<file path="src/hdl/ssoc_pkg.sv">
package ssoc_pkg;
  localparam int unsigned CLK_HZ = 250000000;
  localparam int unsigned SLOW_HZ = 1;
  localparam int unsigned FAST_HZ = 16;
  localparam int unsigned CYC_SLOW = CLK_HZ / SLOW_HZ;
  localparam int unsigned CYC_FAST = CLK_HZ / FAST_HZ;
  localparam int unsigned SMP_W = 12;
  localparam int unsigned OFS_W = 12;
  localparam int unsigned TMP_W = 8;
  localparam logic [OFS_W-1:0] OFS_RST = 12'h000;
  localparam logic [SMP_W-1:0] HYST_RST = 12'h010;
  localparam logic [3:0] INIT_CYC = 4'h4;
  localparam logic [7:0] DUTY_DEAD = 8'h08;

  typedef enum logic [1:0] {
    SSOC_INIT = 2'b00,
    SSOC_START = 2'b01,
    SSOC_NORMAL = 2'b11,
    SSOC_TEST = 2'b10
  } ssoc_state_e;

  typedef struct packed {
    logic signed [OFS_W-1:0] ofs_cold;
    logic signed [OFS_W-1:0] ofs_hot;
    logic [TMP_W-1:0] tmp_cold;
    logic [TMP_W-1:0] tmp_hot;
  } ssoc_cal_s;

  typedef enum logic [1:0] {
    SSOC_REG_INSTANT = 2'b00,
    SSOC_REG_STEP = 2'b01,
    SSOC_REG_SERVO = 2'b11
  } ssoc_regime_e;
endpackage

</file>
<file path="src/hdl/ssoc_interp.sv">
`timescale 1ns/1ps
`default_nettype none
// -----------------------------------------------
// linear interpolation between two calibration points
// -----------------------------------------------
module ssoc_interp
  import ssoc_pkg::*;
(
  input wire ssoc_cal_s cal,
  input wire logic [TMP_W-1:0] temp,
  output logic signed [OFS_W-1:0] ofs
);
  logic signed [TMP_W+1:0] span;
  logic signed [TMP_W+1:0] dt;
  logic signed [OFS_W+TMP_W+3:0] prod;
  logic signed [OFS_W+TMP_W+3:0] quot;
  always_comb
  begin
    span = $signed({2'b00, cal.tmp_hot}) - $signed({2'b00, cal.tmp_cold});
    dt = $signed({2'b00, temp}) - $signed({2'b00, cal.tmp_cold});
    prod = (OFS_W+TMP_W+4)'(($signed(cal.ofs_hot) - $signed(cal.ofs_cold)) * dt);
    // degenerate span falls back to cold point, avoids divide by zero
    quot = (span == '0) ? '0 : prod / span;
    ofs = OFS_W'(quot + cal.ofs_cold);
  end
endmodule
`default_nettype wire

</file>
<file path="src/hdl/ssoc_top.sv">
`timescale 1ns/1ps
`default_nettype none
module ssoc_top
  import ssoc_pkg::*;
#(
  parameter int unsigned CYC_SLOW_P = CYC_SLOW,
  parameter int unsigned CYC_FAST_P = CYC_FAST
)(
  input wire logic CLOCK,
  input wire logic RST_N,
  input wire logic signed [SMP_W-1:0] SENSE_SAMPLE,
  input wire logic [TMP_W-1:0] DIE_TEMP,
  input wire ssoc_cal_s CAL_DATA,
  input wire logic SUPPLY_NEGATIVE,
  input wire logic [SMP_W-1:0] NEG_SUPPLY_LEVEL,
  output logic SQUARE_OUT,
  output logic HIGH_CURRENT_LEVEL,
  output logic LOW_CURRENT_LEVEL,
  output logic PRODUCTION_MARGIN_TEST_MODE,
  output logic NORMAL_MODE,
  output logic signed [OFS_W-1:0] OFFSET_CORR,
  output logic [1:0] REGIME
);
  // -----------------------------------------------
  // input synchronisers (analog side is asynchronous)
  // -----------------------------------------------
  logic signed [SMP_W-1:0] smp_s1_reg, smp_reg;
  logic [TMP_W-1:0] tmp_s1_reg, tmp_reg;
  logic neg_s1_reg, neg_reg;
  logic [SMP_W-1:0] nlv_s1_reg, nlv_reg;
  always_ff @(posedge CLOCK or negedge RST_N)
  begin
    if (!RST_N)
    begin
      smp_s1_reg <= '0;
      smp_reg <= '0;
      tmp_s1_reg <= '0;
      tmp_reg <= '0;
      neg_s1_reg <= 1'b0;
      neg_reg <= 1'b0;
      nlv_s1_reg <= '0;
      nlv_reg <= '0;
    end
    else
    begin
      smp_s1_reg <= SENSE_SAMPLE;
      smp_reg <= smp_s1_reg;
      tmp_s1_reg <= DIE_TEMP;
      tmp_reg <= tmp_s1_reg;
      neg_s1_reg <= SUPPLY_NEGATIVE;
      neg_reg <= neg_s1_reg;
      nlv_s1_reg <= NEG_SUPPLY_LEVEL;
      nlv_reg <= nlv_s1_reg;
    end
  end

  // -----------------------------------------------
  // temperature target from calibration
  // -----------------------------------------------
  logic signed [OFS_W-1:0] target;
  ssoc_interp u_interp (
    .cal(CAL_DATA),
    .temp(tmp_reg),
    .ofs(target)
  );

  // -----------------------------------------------
  // comparator with hysteresis
  // -----------------------------------------------
  logic signed [SMP_W+1:0] corr_sig;
  logic sq_reg, sq_next;
  always_comb
  begin
    corr_sig = (SMP_W+2)'(smp_reg) - (SMP_W+2)'(OFFSET_CORR);
    if (PRODUCTION_MARGIN_TEST_MODE)
      corr_sig = corr_sig + $signed({2'b00, nlv_reg});
    sq_next = sq_reg;
    if (corr_sig > $signed({2'b00, HYST_RST}))
      sq_next = 1'b1;
    else if (corr_sig < -$signed({2'b00, HYST_RST}))
      sq_next = 1'b0;
  end
  logic rise;
  assign rise = sq_next & ~sq_reg;

  // -----------------------------------------------
  // period and duty timer
  // -----------------------------------------------
  logic [31:0] per_cnt_reg, per_cnt_next;
  logic [31:0] hi_cnt_reg, hi_cnt_next;
  logic [31:0] last_per_reg, last_per_next;
  logic [31:0] last_hi_reg, last_hi_next;
  logic per_valid_reg, per_valid_next;
  always_comb
  begin
    per_cnt_next = per_cnt_reg;
    hi_cnt_next = hi_cnt_reg;
    last_per_next = last_per_reg;
    last_hi_next = last_hi_reg;
    per_valid_next = per_valid_reg;
    if (rise)
    begin
      last_per_next = per_cnt_reg + 32'h1;
      last_hi_next = hi_cnt_reg;
      per_cnt_next = '0;
      hi_cnt_next = '0;
      per_valid_next = 1'b1;
    end
    else
    begin
      // saturate: a stalled wheel reads as very slow
      if (per_cnt_reg < CYC_SLOW_P)
        per_cnt_next = per_cnt_reg + 32'h1;
      else
        per_valid_next = 1'b0;
      if (sq_reg && hi_cnt_reg < CYC_SLOW_P)
        hi_cnt_next = hi_cnt_reg + 32'h1;
    end
  end

  ssoc_regime_e regime;
  always_comb
  begin
    if (!per_valid_reg || last_per_reg >= CYC_SLOW_P)
      regime = SSOC_REG_INSTANT;
    else if (last_per_reg >= CYC_FAST_P)
      regime = SSOC_REG_STEP;
    else
      regime = SSOC_REG_SERVO;
  end

  // -----------------------------------------------
  // sequencing and offset control
  // -----------------------------------------------
  ssoc_state_e st_reg, st_next;
  logic [3:0] init_reg, init_next;
  logic signed [OFS_W-1:0] ofs_reg, ofs_next;
  logic signed [OFS_W-1:0] trim_reg, trim_next;
  logic signed [OFS_W-1:0] want;
  logic [32:0] twice_hi;
  always_comb
  begin
    st_next = st_reg;
    init_next = init_reg;
    ofs_next = ofs_reg;
    trim_next = trim_reg;
    twice_hi = {last_hi_reg, 1'b0};
    want = OFS_W'(target + trim_reg);
    case (st_reg)
      SSOC_INIT:
      begin
        // let synchronisers fill before trusting temperature
        if (init_reg == INIT_CYC)
          st_next = SSOC_START;
        else
          init_next = init_reg + 4'h1;
      end
      SSOC_START:
      begin
        ofs_next = target;
        st_next = SSOC_NORMAL;
      end
      SSOC_NORMAL:
      begin
        if (regime == SSOC_REG_INSTANT)
        begin
          ofs_next = want;
          trim_next = '0;
        end
        else if (rise)
        begin
          if (regime == SSOC_REG_SERVO)
          begin
            // full-width signed one: a one-bit signed literal reads as minus one
            if (twice_hi > {1'b0, last_per_reg} + {25'h0, DUTY_DEAD})
              trim_next = trim_reg + 12'sh001;
            else if (twice_hi + {25'h0, DUTY_DEAD} < {1'b0, last_per_reg})
              trim_next = trim_reg - 12'sh001;
          end
          if (want > ofs_reg)
            ofs_next = ofs_reg + 12'sh001;
          else if (want < ofs_reg)
            ofs_next = ofs_reg - 12'sh001;
        end
        if (neg_reg)
          st_next = SSOC_TEST;
      end
      SSOC_TEST:
      begin
        if (!neg_reg)
          st_next = SSOC_INIT;
        init_next = '0;
      end
      default:
        st_next = SSOC_INIT;
    endcase
  end

  always_ff @(posedge CLOCK or negedge RST_N)
  begin
    if (!RST_N)
    begin
      st_reg <= SSOC_INIT;
      init_reg <= '0;
      ofs_reg <= OFS_RST;
      trim_reg <= '0;
      sq_reg <= 1'b0;
      per_cnt_reg <= '0;
      hi_cnt_reg <= '0;
      last_per_reg <= '0;
      last_hi_reg <= '0;
      per_valid_reg <= 1'b0;
    end
    else
    begin
      st_reg <= st_next;
      init_reg <= init_next;
      ofs_reg <= ofs_next;
      trim_reg <= trim_next;
      sq_reg <= sq_next;
      per_cnt_reg <= per_cnt_next;
      hi_cnt_reg <= hi_cnt_next;
      last_per_reg <= last_per_next;
      last_hi_reg <= last_hi_next;
      per_valid_reg <= per_valid_next;
    end
  end

  // -----------------------------------------------
  // outputs
  // -----------------------------------------------
  logic out_gate;
  assign out_gate = (st_reg == SSOC_NORMAL) || (st_reg == SSOC_TEST);
  assign SQUARE_OUT = sq_reg & out_gate;
  assign HIGH_CURRENT_LEVEL = sq_reg & out_gate;
  assign LOW_CURRENT_LEVEL = ~(sq_reg & out_gate);
  assign PRODUCTION_MARGIN_TEST_MODE = (st_reg == SSOC_TEST);
  assign NORMAL_MODE = (st_reg == SSOC_NORMAL);
  assign OFFSET_CORR = ofs_reg;
  assign REGIME = regime;

  // -----------------------------------------------
  // assertions
  // -----------------------------------------------
  property p_start_to_normal;
    @(posedge CLOCK) disable iff (!RST_N)
    (st_reg == SSOC_START) |=> (st_reg == SSOC_NORMAL) && (ofs_reg == $past(target));
  endproperty
  a_start_to_normal: assert property (p_start_to_normal)
    else $error("start did not load target and enter normal");

  property p_init_bounded;
    @(posedge CLOCK) disable iff (!RST_N)
    (st_reg == SSOC_INIT) && !neg_reg |-> ##[1:6] (st_reg == SSOC_START);
  endproperty
  a_init_bounded: assert property (p_init_bounded)
    else $error("init sequence did not finish in time");

  property p_step_limit;
    @(posedge CLOCK) disable iff (!RST_N)
    (st_reg == SSOC_NORMAL) && (regime != SSOC_REG_INSTANT) && $past(st_reg) == SSOC_NORMAL
      |=> (($signed(ofs_reg) - $signed($past(ofs_reg)) <= 1) &&
           ($signed($past(ofs_reg)) - $signed(ofs_reg) <= 1));
  endproperty
  a_step_limit: assert property (p_step_limit)
    else $error("offset moved more than one step");

  property p_step_only_on_edge;
    @(posedge CLOCK) disable iff (!RST_N)
    (st_reg == SSOC_NORMAL) && (regime != SSOC_REG_INSTANT) && !rise |=> $stable(ofs_reg);
  endproperty
  a_step_only_on_edge: assert property (p_step_only_on_edge)
    else $error("offset changed without a period edge");

  property p_instant;
    @(posedge CLOCK) disable iff (!RST_N)
    (st_reg == SSOC_NORMAL) && (regime == SSOC_REG_INSTANT) && !neg_reg
      |=> (ofs_reg == $past(want));
  endproperty
  a_instant: assert property (p_instant)
    else $error("slow regime did not apply offset at once");

  property p_servo_off;
    @(posedge CLOCK) disable iff (!RST_N)
    (regime != SSOC_REG_SERVO) && (st_reg == SSOC_NORMAL) && (regime == SSOC_REG_STEP)
      |=> $stable(trim_reg);
  endproperty
  a_servo_off: assert property (p_servo_off)
    else $error("duty loop active below threshold");

  property p_current_levels;
    @(posedge CLOCK) disable iff (!RST_N)
    HIGH_CURRENT_LEVEL != LOW_CURRENT_LEVEL && (HIGH_CURRENT_LEVEL == SQUARE_OUT);
  endproperty
  a_current_levels: assert property (p_current_levels)
    else $error("current level does not follow output");

  property p_test_entry;
    @(posedge CLOCK) disable iff (!RST_N)
    (st_reg == SSOC_NORMAL) && neg_reg |=> PRODUCTION_MARGIN_TEST_MODE;
  endproperty
  a_test_entry: assert property (p_test_entry)
    else $error("negative supply did not enter test mode");

  property p_hyst_hold;
    @(posedge CLOCK) disable iff (!RST_N)
    (corr_sig <= $signed({2'b00, HYST_RST})) && (corr_sig >= -$signed({2'b00, HYST_RST}))
      |=> $stable(sq_reg);
  endproperty
  a_hyst_hold: assert property (p_hyst_hold)
    else $error("comparator toggled inside hysteresis band");

  c_normal: cover property (@(posedge CLOCK) disable iff (!RST_N) st_reg == SSOC_NORMAL);
  c_servo: cover property (@(posedge CLOCK) disable iff (!RST_N) regime == SSOC_REG_SERVO);
  c_step: cover property (@(posedge CLOCK) disable iff (!RST_N) regime == SSOC_REG_STEP && rise);
  c_test: cover property (@(posedge CLOCK) disable iff (!RST_N) PRODUCTION_MARGIN_TEST_MODE);
endmodule
`default_nettype wire

</file>
<file path="config.mk">
export PLATFORM = sky130hd
export DESIGN_NAME = ssoc_top
export DESIGN_NICKNAME = d
export VERILOG_FILES = /design/src/hdl/ssoc_pkg.sv /design/src/hdl/ssoc_interp.sv /design/src/hdl/ssoc_top.sv
export SDC_FILE = /design/constraint.sdc
export NUM_CORES = 2
export LEC_CHECK = 0
export BUFFER_PORTS_ARGS = -buffer_cell sky130_fd_sc_hd__buf_4
export CORE_MARGIN = 4
export CORE_UTILIZATION = 50
export DETAILED_ROUTE_END_ITERATION = 10
export GPL_TIMING_DRIVEN = 0
export MAX_ROUTING_LAYER = met4
export PLACE_DENSITY = 0.66
export SLEW_MARGIN = 20
export SYNTH_ARGS = -nofsm -noshare
export SYNTH_HDL_FRONTEND = slang
export SYNTH_SLANG_ARGS = --single-unit
</file>
<file path="constraint.sdc">
create_clock -name CLOCK -period 86.4 [get_ports CLOCK]
set_clock_uncertainty 0.1 [all_clocks]
set_input_delay 4.32 -clock CLOCK [delete_from_list [all_inputs] [get_ports CLOCK]]
set_output_delay 4.32 -clock CLOCK [all_outputs]
set_load 0.005 [all_outputs]
</file>
==> summary.txt <==
Die
  – Rows: 92
  – Core area: 63100 um^2
  – Starting Density: 0.504
  – Die Width: 260 um
  – Ports: 94
  – Die H: 260 um
  – DIE AREA: 67700 um^2

Global routing
  – GRT Total Usage: 0.248
  – Largest net degree at the start of global routing: 84
  – Vias in the first global route: 27300
  – Initial antenna violation count: 0
  – First-pass GRT wire length: 136 mm
  – Global route overflow: 0

Clock network
  – Hold Buf Count CTS: 0
  – Clock slew at reported path FFs: 0.07 ns
  – CTS tree: built
  – # clock sinks: 226
  – H-tree depth: 1
  – Worst-Skew Late Latency: 0.53 ns
  – CTS Buf Count: 22
  – Clk buf depth: 3
  – Root Driver: clkbuf_16

Synthesis
  – Syn Area/Cell: 8.14 um^2
  – Dominant synthesized flop cell: dfrtp_1
  – Flop and latch count out of synthesis: 226
  – Synth Warn #: 0
  – Gate Count Post-Synth: 3910
  – Synthesized area: 31800 um^2
  – Async S/R FF share, synth: 1.00
  – Mapped Nets: 4512
  – Synth cell types: 115
  – EDFF count, synth: 0
  – Sequential share of the synthesized area: 0.178

Min path
  – Worst Hold Class: reg2reg
  – Min-Delay Endpoint: smp_reg[3]$_DFF_PN0_
  – Hold Crit Start: smp_s1_reg[3]$_DFF_PN0_
  – Hold path cells: 0

Critical path
  – Critical path's most frequent cell: o21a_1
  – Buf/Inv on CP: 36
  – Worst reg-to-reg path cell count: 383
  – Slowest stage delay, CP: 0.61 ns
  – Critical Path AT: 81.48 ns
  – Reg2Reg Setup Slack: 9.17 ns
  – Reg2reg end: OFFSET_CORR[10]$_DFFE_PN0P_
  – Crit path from: CAL_DATA[16]
  – Crit start category: primary input
  – Req. time, crit path: 86.74 ns
  – FF-to-FF Start: tmp_reg[1]$_DFF_PN0_
  – Crit Path Class: in2reg
  – Max FO, Critical Path: 10
  – CP delay by family, top: compound AO/OA/AOI/OAI gates
  – Worst path slowest cell: fa_1
  – Crit. End Element: flop

Cells and area
  – Fin nets: 4673
  – Diode count: 0
  – Finished Layout Cells: 4932
  – Area grow syn2layout: 10.7%
  – Layout cells sized above 1: 0.106

STA
  – Final Cycle Share: 0.939
  – Setup ws final: 5.26 ns
  – Final Slew Violations: 0
  – Peak Freq: 12.3 MHz
  – Final Hold Fails: 0
  – Fin Setup TNS: 0 ns
  – Worst-Margin Slew: 1.09 ns
  – Worst slew margin relative to its limit: 0.269
  – Endpoints failing setup: 0
  – Post-layout min period: 81.14 ns

Outcome
  – Status: finished clean

Drt
  – Residual DRC: 0
  – Avg WL per Cell: 17.0 um
  – Via count: 28300
  – Routed wire length: 83.8 mm
  – Violation count after the first detailed-routing iteration: 1639
  – Vias per cell: 5.74
  – First-pass iteration count of the detailed router: 7
  – Antenna viol nets, final: 0

Place
  – Detail Placement HPWL: 68.1 mm
  – Port bufs: 93
  – Place WS: -2.85 ns
  – Dpl cells: 4855
  – GPL Wtd Cong: 0.914

Flow run
  – Max Cap Viol: 0
[worst max path at each step]
stage,end,slack (ns),cells after the start
floorplan,OFFSET_CORR[11]$_DFFE_PN0P_,10.42,387
global placement,OFFSET_CORR[11]$_DFFE_PN0P_,-2.52,384
detailed placement,OFFSET_CORR[11]$_DFFE_PN0P_,-2.85,384
CTS,OFFSET_CORR[11]$_DFFE_PN0P_,0.001,388
global route,OFFSET_CORR[11]$_DFFE_PN0P_,-0.35,391
finish,OFFSET_CORR[10]$_DFFE_PN0P_,5.26,388
[cells in the mapped netlist, drive strengths merged, types with 9 or more instances]
library cell / n / share of area
nand2b: 69 / 0.014
nor2: 373 / 0.044
nand4: 50 / 0.010
or2: 32 / 0.0063
nor2b: 57 / 0.011
nor4: 32 / 0.0074
or3: 16 / 0.0031
buf: 26 / 0.0044
a21o: 99 / 0.023
nand3: 84 / 0.013
o21ai: 198 / 0.032
xor2: 125 / 0.035
o22ai: 16 / 0.0031
o211ai: 22 / 0.0053
nand2: 354 / 0.042
or4: 11 / 0.0027
a211oi: 30 / 0.0072
mux2i: 36 / 0.011
a31oi: 29 / 0.0057
a21oi: 218 / 0.034
dfrtp: 226 / 0.18
mux2: 70 / 0.025
a21boi: 12 / 0.0028
o31ai: 66 / 0.016
ha: 419 / 0.16
fa: 108 / 0.068
nor3b: 9 / 0.0023
clkbuf: 76 / 0.0090
nor3: 156 / 0.025
a211o: 10 / 0.0028
and2: 25 / 0.0050
xnor2: 199 / 0.055
and3: 53 / 0.011
inv: 274 / 0.032
o21bai: 45 / 0.011
o21a: 133 / 0.031
a31o: 9 / 0.0025
[placed cells by master, fill, tap and decap left out, types with 51 or more instances in the layout]
master	count
clkbuf_1	58
buf_4	137
o21ai_0	169
dfrtp_1	226
xor2_1	123
nand3_1	83
nand2_1	351
and3_1	51
o21a_1	133
a21oi_1	201
xnor2_1	196
mux2_2	70
nand2b_1	67
nor3_1	151
a21o_1	98
nor2_1	364
ha_1	417
fa_1	107
nor2b_1	54
inv_1	269
o31ai_1	62
[area by class of cell]
cell class                 instances  area, um^2
fill                            6030       27900
multi-input combinational       3308       25100
sequential                       226        5660
timing repair buffer             140        1110
tap                              846        1060
inverter                         274        1030
clock buffer                      27         611
buffer                            99         484
clock inverter                    12         129
[logic make-up after synthesis]
kind of cell	count (synthesis)	synth area share
buffers and inverters	376	0.0457
adders and majority gates	527	0.233
xor gates and xnor gates	324	0.0896
DFF	226	0.178
muxes	106	0.0361
AOI/OAI and AO/OA	996	0.211
and+or+nand+nor	1355	0.207
[layer usage]
metal  global-route usage  up-vias  routed length [um]
met2                0.413      558               39100
met5                    -        -                   0
met1                0.325    13300               38800
met3               0.0236      136                3510
met4               0.0692        0                2340
li1                     -    14300                   -
[timing repair]
| item | 4_1_cts | 5_1_grt |
|---|---|---|
| gates resized for setup | 20 | 125 |
| setup buffers | 0 | 41 |
| pin swaps | 0 | 16 |
| setup endpoints to repair | 12 | 12 |
| endpoints found under the hold margin | 0 | 0 |
[metrics by stage]
stage	hold slack [ns]	instance area (um^2)	utilization
2_1_floorplan	0.231	31800	-
3_3_place_gp	0.233	33600	0.532
3_5_place_dp	0.235	33700	0.534
4_1_cts	0.243	34500	0.547
5_1_grt	0.256	35200	0.558
6_report	0.242	35200	0.558
Power is not shown: default switching activity piles up to over one toggle a cycle in this logic, so the estimate is an artifact.
